==> config.mk <==
export PLATFORM = sky130hd
export DESIGN_NAME = dal_core
export DESIGN_NICKNAME = d
export VERILOG_FILES = /design/src/pkg/dal_pkg.sv /design/src/rtl/dal_core.sv
export SDC_FILE = /design/constraint.sdc
export NUM_CORES = 1
export LEC_CHECK = 0
export BUFFER_PORTS_ARGS = -buffer_cell sky130_fd_sc_hd__buf_4
export CAP_MARGIN = 10
export CORE_AREA = 2 2 87 89
export CTS_BUF_LIST = sky130_fd_sc_hd__clkbuf_8
export CTS_CLUSTER_DIAMETER = 50
export DETAILED_ROUTE_END_ITERATION = 8
export DIE_AREA = 0 0 89 91
export SLEW_MARGIN = 20
export SYNTH_ARGS = -nofsm -noshare
export SYNTH_HDL_FRONTEND = slang
export SYNTH_SLANG_ARGS = --single-unit
==> constraint.sdc <==
create_clock -name clk_sys -period 4.35 [get_ports clk_sys]
set_input_delay 0.6525 -clock clk_sys [delete_from_list [all_inputs] [get_ports clk_sys]]
set_output_delay 0.6525 -clock clk_sys [all_outputs]
set_load 0.03 [all_outputs]
==> src/pkg/dal_pkg.sv <==
// Package for the drive alarm latch: codes, register map and reset values
`default_nettype none
package dal_pkg;
    // ==========================================================
    // Alarm codes
    localparam logic [3:0] DAL_CODE_NONE = 4'h0;
    localparam logic [3:0] DAL_CODE_OVERVOLT = 4'h1;
    localparam logic [3:0] DAL_CODE_UNDERVOLT = 4'h2;
    localparam logic [3:0] DAL_CODE_OVERCURR = 4'h3;
    localparam logic [3:0] DAL_CODE_RESOLVER = 4'h4;
    localparam logic [3:0] DAL_CODE_MOTOR_TEMP = 4'h5;
    localparam logic [3:0] DAL_CODE_CONV_TEMP = 4'h6;
    localparam logic [3:0] DAL_CODE_USER_FIRST = 4'h7;
    localparam logic [3:0] DAL_CODE_USER_SECOND = 4'h8;
    localparam logic [3:0] DAL_CODE_PLC_SUM = 4'ha;
    localparam logic [3:0] DAL_CODE_PARAM_SUM = 4'hb;
    localparam logic [3:0] DAL_CODE_DEFAULTS = 4'hf;
    // ==========================================================
    // Register offsets (byte addresses of 32-bit words)
    localparam logic [7:0] DAL_OFS_CTRL = 8'h00;
    localparam logic [7:0] DAL_OFS_ACTIVE = 8'h04;
    localparam logic [7:0] DAL_OFS_LAST = 8'h08;
    localparam logic [7:0] DAL_OFS_STATUS = 8'h0c;
    localparam logic [7:0] DAL_OFS_IRQ_STAT = 8'h10;
    localparam logic [7:0] DAL_OFS_IRQ_MASK = 8'h14;
    // ==========================================================
    // Control register bit positions
    localparam int DAL_BIT_RESET_CMD = 0;
    localparam int DAL_BIT_UV_AUTO = 1;
    localparam int DAL_BIT_USER_FIRST = 2;
    localparam int DAL_BIT_USER_SECOND = 3;
    // Interrupt status bit positions
    localparam int DAL_IRQ_TRIP = 0;
    localparam int DAL_IRQ_CLEARED = 1;
    localparam int DAL_IRQ_W = 2;
    // ==========================================================
    // Reset values
    localparam logic DAL_RST_UV_AUTO = 1'b0;
    localparam logic [DAL_IRQ_W-1:0] DAL_RST_IRQ_MASK = 2'h0;
endpackage
`default_nettype wire

==> src/rtl/dal_core.sv <==
// Latching alarm manager for a servo drive with register port and interrupt
// How it works
// - Drive lock rises in the same cycle a checksum, user or defaults condition is present, four cycles after a monitor input rises
// - Active alarm code register shows the tripped alarm's code
// - Each new alarm is recorded as last alarm, except undervoltage
// - Tripped alarm stays latched after its cause goes; only reset, power or undervoltage auto-clear clears
// - Alarm reset command sets active code and last record to zero
// - Reset command self-clears; a persisting condition trips again at once
// - Reset ignored while a checksum code is active; restore defaults first
// - Undervoltage auto-clear resets to 0; when 1 undervoltage clears itself
// - Two user alarm bits lock the drive and clear only by reset command
// - Healthy flag is 1 with no alarm latched and no cause present, else 0
// - Codes: 0 none, 1..6 monitor faults, 7 and 8 user alarms
// - Code 10 PLC checksum, 11 parameter checksum, 15 defaults loaded
// - Logic power-up reset clears every latched alarm
`default_nettype none
module dal_core
    import dal_pkg::*;
(
    // Clock and reset
    input wire logic clk_sys,
    input wire logic resetn,
    // Fault monitor inputs, asynchronous levels
    input wire logic overvolt_in,
    input wire logic low_supply_fault,
    input wire logic overcurr_in,
    input wire logic resolver_in,
    input wire logic motor_temp_in,
    input wire logic conv_temp_in,
    // Checksum and defaults indications from the drive's own logic
    input wire logic plc_sum_err,
    input wire logic param_sum_err,
    input wire logic defaults_loaded,
    input wire logic restore_defaults_cmd,
    // Register port
    input wire logic [7:0] reg_addr,
    input wire logic [31:0] reg_wdata,
    input wire logic reg_wr,
    input wire logic reg_rd,
    output logic [31:0] reg_rdata,
    // Drive outputs
    output logic drive_lock,
    output logic drive_healthy_flag,
    output logic [3:0] active_alarm_code,
    output logic [3:0] last_alarm_record,
    output logic irq
);
    localparam int NSYNC = 6;

    typedef struct packed {
        logic [NSYNC-1:0] s1;
        logic [NSYNC-1:0] s2;
        logic [NSYNC-1:0] s3;
        logic [NSYNC-1:0] flt;
        logic [3:0] active;
        logic [3:0] last;
        logic uv_auto;
        logic user_first;
        logic user_second;
        logic [DAL_IRQ_W-1:0] irq_stat;
        logic [DAL_IRQ_W-1:0] irq_mask;
        logic [31:0] rdata;
    } dal_state_t;

    dal_state_t st_reg, st_next;
    logic [NSYNC-1:0] raw_in;
    logic [3:0] cause;
    logic reset_cmd;
    logic reset_ok;
    logic [DAL_IRQ_W-1:0] ev;

    assign raw_in = {conv_temp_in, motor_temp_in, resolver_in,
                     overcurr_in, low_supply_fault, overvolt_in};
    assign reset_cmd = reg_wr && (reg_addr == DAL_OFS_CTRL) && reg_wdata[DAL_BIT_RESET_CMD];
    assign reset_ok = reset_cmd && (st_reg.active != DAL_CODE_PLC_SUM)
                      && (st_reg.active != DAL_CODE_PARAM_SUM);

    // ==========================================================
    // Highest-priority present cause, checksum conditions first
    always_comb begin
        cause = DAL_CODE_NONE;
        if (param_sum_err) begin
            cause = DAL_CODE_PARAM_SUM;
        end else if (plc_sum_err) begin
            cause = DAL_CODE_PLC_SUM;
        end else if (st_reg.flt[0]) begin
            cause = DAL_CODE_OVERVOLT;
        end else if (st_reg.flt[1]) begin
            cause = DAL_CODE_UNDERVOLT;
        end else if (st_reg.flt[2]) begin
            cause = DAL_CODE_OVERCURR;
        end else if (st_reg.flt[3]) begin
            cause = DAL_CODE_RESOLVER;
        end else if (st_reg.flt[4]) begin
            cause = DAL_CODE_MOTOR_TEMP;
        end else if (st_reg.flt[5]) begin
            cause = DAL_CODE_CONV_TEMP;
        end else if (st_reg.user_first) begin
            cause = DAL_CODE_USER_FIRST;
        end else if (st_reg.user_second) begin
            cause = DAL_CODE_USER_SECOND;
        end else if (defaults_loaded) begin
            cause = DAL_CODE_DEFAULTS;
        end
    end

    // ==========================================================
    // Next-state logic
    always_comb begin
        st_next = st_reg;
        ev = '0;
        // Three-stage synchroniser, change accepted when stages 2 and 3 agree
        st_next.s1 = raw_in;
        st_next.s2 = st_reg.s1;
        st_next.s3 = st_reg.s2;
        for (int i = 0; i < NSYNC; i++) begin
            if (st_reg.s2[i] == st_reg.s3[i]) begin
                st_next.flt[i] = st_reg.s3[i];
            end
        end
        // Control register writes
        if (reg_wr && reg_addr == DAL_OFS_CTRL) begin
            st_next.uv_auto = reg_wdata[DAL_BIT_UV_AUTO];
            if (reg_wdata[DAL_BIT_USER_FIRST]) begin
                st_next.user_first = 1'b1;
            end
            if (reg_wdata[DAL_BIT_USER_SECOND]) begin
                st_next.user_second = 1'b1;
            end
        end
        if (reg_wr && reg_addr == DAL_OFS_IRQ_MASK) begin
            st_next.irq_mask = reg_wdata[DAL_IRQ_W-1:0];
        end
        // Reset command: pulse only, nothing stored, so it self-clears
        if (reset_ok) begin
            st_next.active = DAL_CODE_NONE;
            st_next.last = DAL_CODE_NONE;
            st_next.user_first = 1'b0;
            st_next.user_second = 1'b0;
            ev[DAL_IRQ_CLEARED] = 1'b1;
        end else if (st_reg.uv_auto && st_reg.active == DAL_CODE_UNDERVOLT
                     && !st_reg.flt[1]) begin
            st_next.active = DAL_CODE_NONE;
            ev[DAL_IRQ_CLEARED] = 1'b1;
        end else if (st_reg.active == DAL_CODE_NONE && cause != DAL_CODE_NONE) begin
            st_next.active = cause;
            if (cause != DAL_CODE_UNDERVOLT) begin
                st_next.last = cause;
            end
            ev[DAL_IRQ_TRIP] = 1'b1;
        end
        // Restore defaults lifts a checksum latch so the reset can act
        if (restore_defaults_cmd && !param_sum_err && !plc_sum_err
            && (st_reg.active == DAL_CODE_PLC_SUM
                || st_reg.active == DAL_CODE_PARAM_SUM)) begin
            st_next.active = DAL_CODE_DEFAULTS;
        end
        // Sticky interrupt status: set wins over write-one-to-clear
        if (reg_wr && reg_addr == DAL_OFS_IRQ_STAT) begin
            st_next.irq_stat = st_reg.irq_stat & ~reg_wdata[DAL_IRQ_W-1:0];
        end
        st_next.irq_stat = st_next.irq_stat | ev;
        // Read data, one cycle after the strobe
        st_next.rdata = '0;
        if (reg_rd) begin
            unique case (reg_addr)
                DAL_OFS_CTRL: st_next.rdata = {28'h0, st_reg.user_second,
                                               st_reg.user_first, st_reg.uv_auto, 1'b0};
                DAL_OFS_ACTIVE: st_next.rdata = {28'h0, st_reg.active};
                DAL_OFS_LAST: st_next.rdata = {28'h0, st_reg.last};
                DAL_OFS_STATUS: st_next.rdata = {30'h0, drive_lock, drive_healthy_flag};
                DAL_OFS_IRQ_STAT: st_next.rdata = {30'h0, st_reg.irq_stat};
                DAL_OFS_IRQ_MASK: st_next.rdata = {30'h0, st_reg.irq_mask};
                default: st_next.rdata = '0;
            endcase
        end
    end

    // ==========================================================
    // State register, cleared at logic power-up
    always_ff @(posedge clk_sys or negedge resetn) begin
        if (!resetn) begin
            st_reg <= '0;
            st_reg.uv_auto <= DAL_RST_UV_AUTO;
            st_reg.irq_mask <= DAL_RST_IRQ_MASK;
        end else begin
            st_reg <= st_next;
        end
    end

    // ==========================================================
    // Outputs: lock is immediate on a present cause or a latched code
    assign drive_lock = (st_reg.active != DAL_CODE_NONE) || (cause != DAL_CODE_NONE);
    assign drive_healthy_flag = !drive_lock;
    assign active_alarm_code = st_reg.active;
    assign last_alarm_record = st_reg.last;
    assign reg_rdata = st_reg.rdata;
    assign irq = |(st_reg.irq_stat & st_reg.irq_mask);

    // ==========================================================
    // Checks
    // Lock is held while a code is latched
    chk_lock_follows_code: assert property (
        @(posedge clk_sys) disable iff (!resetn)
        (active_alarm_code != DAL_CODE_NONE) |-> drive_lock)
        else $error("drive not locked with active code");

    // Healthy only with nothing latched and nothing present
    chk_healthy_inverse: assert property (
        @(posedge clk_sys) disable iff (!resetn)
        drive_healthy_flag == (active_alarm_code == DAL_CODE_NONE && cause == DAL_CODE_NONE))
        else $error("healthy flag wrong");

    // First present cause is latched on the next edge
    chk_trip_latches: assert property (
        @(posedge clk_sys) disable iff (!resetn)
        (active_alarm_code == DAL_CODE_NONE && cause != DAL_CODE_NONE && !reset_cmd)
        |=> active_alarm_code == $past(cause))
        else $error("alarm code not latched");

    // A latched code other than undervoltage does not move without reset or restore
    chk_latch_holds: assert property (
        @(posedge clk_sys) disable iff (!resetn)
        (active_alarm_code != DAL_CODE_NONE && active_alarm_code != DAL_CODE_UNDERVOLT
         && !reset_cmd && !restore_defaults_cmd) |=> $stable(active_alarm_code))
        else $error("latched code changed");

    // Accepted reset command zeroes both codes
    chk_reset_clears: assert property (
        @(posedge clk_sys) disable iff (!resetn)
        reset_ok |=> active_alarm_code == DAL_CODE_NONE && last_alarm_record == DAL_CODE_NONE)
        else $error("reset did not clear codes");

    // Parameter checksum code refuses the reset command
    chk_sum_blocks: assert property (
        @(posedge clk_sys) disable iff (!resetn)
        (reset_cmd && active_alarm_code == DAL_CODE_PARAM_SUM && !restore_defaults_cmd)
        |=> active_alarm_code == DAL_CODE_PARAM_SUM)
        else $error("reset acted on checksum alarm");

    // Undervoltage trip leaves the record alone
    chk_uv_no_record: assert property (
        @(posedge clk_sys) disable iff (!resetn)
        (active_alarm_code == DAL_CODE_NONE && cause == DAL_CODE_UNDERVOLT && !reset_cmd)
        |=> $stable(last_alarm_record))
        else $error("undervoltage overwrote record");

    // Without auto-clear undervoltage latches like any alarm
    chk_uv_latch: assert property (
        @(posedge clk_sys) disable iff (!resetn)
        (!st_reg.uv_auto && active_alarm_code == DAL_CODE_UNDERVOLT && !reset_cmd)
        |=> active_alarm_code == DAL_CODE_UNDERVOLT)
        else $error("undervoltage cleared without auto-clear");

    // An unmasked trip raises the interrupt line on the next edge
    chk_irq_level: assert property (
        @(posedge clk_sys) disable iff (!resetn)
        (active_alarm_code == DAL_CODE_NONE && cause != DAL_CODE_NONE && !reset_cmd
         && st_reg.irq_mask[DAL_IRQ_TRIP] && !(reg_wr && reg_addr == DAL_OFS_IRQ_MASK))
        |=> irq)
        else $error("irq level wrong");

    // Program checksum code refuses the reset command too
    chk_plc_sum_blocks: assert property (
        @(posedge clk_sys) disable iff (!resetn)
        (reset_cmd && active_alarm_code == DAL_CODE_PLC_SUM && !restore_defaults_cmd)
        |=> active_alarm_code == DAL_CODE_PLC_SUM)
        else $error("reset acted on program checksum alarm");

    // Any trip other than undervoltage is written to the record
    chk_record_trip: assert property (
        @(posedge clk_sys) disable iff (!resetn)
        (active_alarm_code == DAL_CODE_NONE && cause != DAL_CODE_NONE
         && cause != DAL_CODE_UNDERVOLT && !reset_cmd)
        |=> last_alarm_record == $past(cause))
        else $error("trip not recorded");

    // With auto-clear on, undervoltage drops once supply is back
    chk_uv_auto_clear: assert property (
        @(posedge clk_sys) disable iff (!resetn)
        (st_reg.uv_auto && active_alarm_code == DAL_CODE_UNDERVOLT && !st_reg.flt[1])
        |=> active_alarm_code == DAL_CODE_NONE)
        else $error("undervoltage not auto-cleared");

    // User alarm bits fall only through an accepted reset
    chk_user_sticky: assert property (
        @(posedge clk_sys) disable iff (!resetn)
        !reset_ok |=> (st_reg.user_first || !$past(st_reg.user_first))
        && (st_reg.user_second || !$past(st_reg.user_second)))
        else $error("user alarm bit cleared without reset");

    // Restore with the checksum fault gone moves the code to defaults
    chk_restore_lifts: assert property (
        @(posedge clk_sys) disable iff (!resetn)
        (restore_defaults_cmd && !param_sum_err && !plc_sum_err
         && (active_alarm_code == DAL_CODE_PLC_SUM || active_alarm_code == DAL_CODE_PARAM_SUM))
        |=> active_alarm_code == DAL_CODE_DEFAULTS)
        else $error("restore did not lift checksum code");

    // Only the defined alarm codes are ever shown
    chk_code_legal: assert property (
        @(posedge clk_sys) disable iff (!resetn)
        active_alarm_code <= DAL_CODE_USER_SECOND || active_alarm_code == DAL_CODE_PLC_SUM
        || active_alarm_code == DAL_CODE_PARAM_SUM || active_alarm_code == DAL_CODE_DEFAULTS)
        else $error("undefined alarm code");

    // ==========================================================
    // Cover points
    // Main scenarios: trip, reset, auto-clear, refused reset, user alarm
    cov_trip: cover property (@(posedge clk_sys) disable iff (!resetn)
        active_alarm_code == DAL_CODE_NONE ##1 active_alarm_code == DAL_CODE_OVERCURR);
    cov_reset: cover property (@(posedge clk_sys) disable iff (!resetn) reset_ok);
    cov_uv_auto: cover property (@(posedge clk_sys) disable iff (!resetn)
        st_reg.uv_auto && active_alarm_code == DAL_CODE_UNDERVOLT
        ##1 active_alarm_code == DAL_CODE_NONE);
    cov_sum_block: cover property (@(posedge clk_sys) disable iff (!resetn)
        reset_cmd && !reset_ok);
    cov_user_trip: cover property (@(posedge clk_sys) disable iff (!resetn)
        active_alarm_code == DAL_CODE_NONE ##1 active_alarm_code == DAL_CODE_USER_FIRST);
endmodule
`default_nettype wire
======== Yosys cells after proc, flatten, opt, wreduce, memory -nomap -nowiden ========
Index checks and enable logic that the tools add are counted.
storage, ports and cells
  register bits ........................... 71
  input port bits ......................... 54
  output and inout bits ................... 43
  logic and storage cells ................. 100
cells by class
  equality and inequality tests ........... 18
  multiplexer cells ....................... 29
  bitwise logic cells ..................... 4
  reductions and logical operators ........ 32
operators by type and width
  cell                                                   count
  2-to-1 mux 4 bit                                       16
  one-hot mux 4 bit (6 select lines)                     1
  equality test 8 x 4 -> 1 bit, second input constant    2
  equality test 8 x 5 -> 1 bit, second input constant    2
  2-to-1 mux 8 bit                                       2
  logical AND 1 bit                                      12
  nonzero test 4 bit                                     3
  nonzero test 2 bit                                     5
  equality test 4 bit, second input constant             2
  equality test 8 x 3 -> 1 bit, second input constant    1
  zero test 8 bit                                        1
  inequality test 4 bit, second input constant           2
  2-to-1 mux 1 bit                                       7
  equality test 1 bit                                    6
  2-to-1 mux 2 bit                                       3
  bitwise AND 2 bit                                      2
  equality test 4 x 2 -> 1 bit, second input constant    1
  zero test 1 bit                                        4
  zero test 4 bit                                        1
  inequality test 4 x 2 -> 1 bit, second input constant  1
  AND reduction 2 bit                                    2
  AND reduction 3 bit                                    1
  logical OR 1 bit                                       2
  inequality test 2 bit, second input constant           1
  other kinds (3)                                        3

======== Depth between registers and ports, before layout ========
  depth after elaboration ................. 17
  mapped depth ............................ 6
  depth with buffers taken out ............ 5

======== Worst setup path before layout ========
Ideal clock, no wire load.
  path type ............................... reg-to-output
  from .................................... register st_reg, in the netlist active_alarm_code[1]
  to ...................................... output drive_lock
  arrival time ............................ 1.864 ns
  required time ........................... 3.697 ns
  path slack .............................. 1.833 ns
  cell stages (with the launch flop) ...... 4
  path buffers ............................ 0
  path through ............................ dfrtp_1 or4_4 nor4_4 inv_1
on the way
  longest elaborated chain between the ends .. 2
ends and longest elaborated chain
  element                 line             source
  start, declared         dal_core.sv:65   dal_state_t st_reg, st_next;
  start signal, assigned  dal_core.sv:187  st_reg <= st_next;
  nonzero test 4 bit      dal_core.sv:193  assign drive_lock = (st_reg.active != DAL_CODE_NONE) || (cause != DAL_CODE_NONE);
  logical OR 1 bit        dal_core.sv:193
  end, declared           dal_core.sv:42   output logic drive_lock,
Every way passes these cells.

======== Worst setup path in the final report ========
  from .................................... register st_reg, in the netlist active_alarm_code[3]
  to ...................................... output drive_lock
Same word-level chain as after synthesis.

==> impl_metrics.csv <==
group,metric,value,unit
synthesis,post-synth-top-count-cell,"dfrtp_1",
power,p_sw,268,µW
worst_setup_path,rr_startpoint,"active_alarm_code[3]",
timing,slew_headroom,42.9,%
final_layout,instances_no_fill,317,
placed_design,dp_hpwl,2.86,mm
global_route,grt_pass1_wl,6.34,mm
synthesis,synth_area_leaders,"dfrtp_1 51%, buf_4 15%, nor2_1 4.1%",
synthesis,synth_top_area_share,51.4,%
clock_tree,h-tree-depth,2,
final_layout,fin_area,0.00240,mm²
timing,report.final.slew_viol_count,0,
power,vdd_drop_max,0.188,mV
global_route,grt_pass1_vias,1316,
worst_setup_path,endpoint_kind,"primary output",
timing,tns,0,ns
power,powerDensity,373,mW/mm²
timing,tightest_slew,0.849,ns
placed_design,globalplace.congestion,0.797,
power,clock_power_share,31.3,%
synthesis,ys_seq_area_share,51.4,%
floorplanning,chipWidth,89,µm
synthesis,ys_types,45,
clock_tree,postCtsHoldBufs,0,
worst_setup_path,slowest_stage,"or4_4",
synthesis,syn-cell-area,0.00209,mm²
global_route,grt-ovfl-total,0,
routing,wl_per_cell,12.2,µm
timing,min_period,2.69,ns
worst_setup_path,critPathMaxFanout,8,
routing,post-route-drc-count,0,
placed_design,placed_area,0.00230,mm²
floorplanning,io_pins,97,
clock_tree,cts.sink_count,43,
worst_setup_path,rr_worst_depth,4,
power,intPower,628,µW
timing,rsz0062_at_grt,"false",
synthesis,synthCells,187,
final_layout,multi_input_area,785,µm²
floorplanning,die_area,0.00810,mm²
clock_tree,cts_setup_buffers,0,
worst_setup_path,cp.required,3.70,ns
clock_tree,clk_pin_slew,0.08,ns
worst_setup_path,critPathArrivalTime,2.03,ns
power,comb_power_share,17.4,%
global_route,grt_max_degree,44,
power,sequentialPowerShare,51.3,%
worst_setup_path,start_kind,"register",
synthesis,ys_seq_elements,43,
routing,drtIter0Drc,58,
routing,vias,1369,
job,max-cap-violations,0,
final_layout,seq_area,0.00108,mm²
global_route,grt_usage,10.3,%
power,swShare,29.9,%
final_layout,syn2layout_area_growth,14.8,%
synthesis,async_flop_share,100,%
final_layout,drive_gt1_share,27.1,%
run_status,status,"finished, final reports clean",
floorplanning,rows,31,
routing,avgViaCountPerCell,4.32,
routing,antenna_left,0,
worst_setup_path,r2r_end,"reg_rdata[1]",
floorplanning,initial_utilization,29.3,%
clock_tree,cts_resized,0,
power,total_leakage_power,1.09,nW
final_layout,post-route-util,33.7,%
clock_tree,cts_tree,"yes",
final_layout,antenna_cells,0,
routing,firstDrtPassIters,4,
worst_setup_path,rrSetupSlack,2.40,ns
synthesis,ys_top_cells_by_count,"43 x dfrtp_1, 41 x buf_4, 23 x nor2_1",
clock_tree,cts_made_buffers,5,
synthesis,synth_top_cell_by_area,"dfrtp_1",
clock_tree,cts_buffer_depth,2,
synthesis,synth_edf_count,0,
clock_tree,root_buffer,"clkbuf_8",
worst_hold_path,hp-class,"input pin to asynchronous set/reset pin",
global_route,antenna_found_initial,0,
floorplanning,core-area,0.00714,mm²
timing,fmax,372,MHz
worst_setup_path,critPathKind,"register to primary output",
timing,setup_viol,0,
final_layout,fillCellCount,736,
timing,finalHoldViolations,0,
timing,timing.final.crit_share,61.7,%
final_layout,final_nets,271,
placed_design,io_buffers,40,
synthesis,avgSynthCellArea,11.2,µm²
placed_design,placed_cells,309,
floorplanning,die_h,91,µm
final_layout,largest_register_ffs,19,
synthesis,synth_flop_cell,"dfrtp_1",
clock_tree,clock_latency,0.30,ns
timing,fin_worst_skew,0.00510,ns
synthesis,yosys_warnings,0,
worst_setup_path,critPathMaxStageDelay,0.56,ns
worst_setup_path,worstPathCellList,"or4_4 > nor4_4 > inv_1 > buf_4",
routing,wl,3.87,mm
==> worst max-delay path by stage <==
stage                               from                   end  slack, ns  cells past startpoint
floorplan           active_alarm_code[1]            drive_lock       1.83                      3
global placement             reg_addr[0]  active_alarm_code[0]       1.84                      6
detailed placement           reg_addr[0]  active_alarm_code[0]       1.83                      6
CTS                 active_alarm_code[1]            drive_lock       1.65                      4
global route                  st_reg[37]            drive_lock       1.51                      5
finish              active_alarm_code[3]            drive_lock       1.66                      4
==> final cells by class <==
type / instances / area share (%)
multi-input combinational: 123 / 32.6
inverter: 4 / 0.625
sequential: 43 / 44.8
tap: 99 / 5.15
clock inverter: 1 / 0.312
timing repair buffer: 40 / 12.5
clock buffer: 7 / 4.01
==> critical path: cells and delay by family (launching register included) <==
kind                   cells  cell delay (ns)
buffers and inverters      2             0.24
flip-flops                 1             0.48
AND/OR/NAND/NOR            2             1.00
==> power by group through the flow <==
stage	combinational [mW]	clock, mW	sequential, mW
after floorplan	0.141	0	0.457
after global placement	0.155	0	0.467
after global routing	0.172	0.309	0.466
final	0.156	0.280	0.460
after CTS	0.158	0.290	0.460
after detailed placement	0.158	0	0.468
==> cells by family (layout without fill, tap and decap cells) <==
family                     count (synthesis)  count (layout)  share of synthesized area (%)
other                                      1              28                          0.179
and+or+nand+nor                           52              52                           14.0
buffers and inverters                     48              52                           16.0
adders and majority gates                  6               6                           2.87
muxes                                      8               8                           4.78
AOI/OAI and AO/OA                         29              29                           10.8
DFF                                       43              43                           51.4
==> metrics by stage <==
stage | worst slack [ns] | hold WS, ns | power (mW)
CTS | 1.65 | 0.352 | 0.908
finish | 1.66 | 0.334 | 0.896
global placement | 1.84 | 0.332 | 0.622
floorplan | 1.83 | 0.331 | 0.598
detailed placement | 1.83 | 0.335 | 0.626
global route | 1.51 | 0.364 | 0.947
==> cells in the final DEF (no fill, tap or decap), types with 4 or more instances in the layout <==
master and instances:
clkbuf_8 7, a21oi_1 8, nand2_1 5, maj3_1 6
nor2_1 23, conb_1 28, nor3_1 4, dfrtp_1 43
inv_1 4, mux2i_1 4, buf_4 40
==> layer usage <==
metal / wire length (µm) / global-route usage [%]
met5: 0 / 0
met1: 1770 / 14.0
met3: 382 / 5.00
met2: 1660 / 14.6
met4: 53 / 2.99
Note: power is estimated with default switching activity, not from simulation.
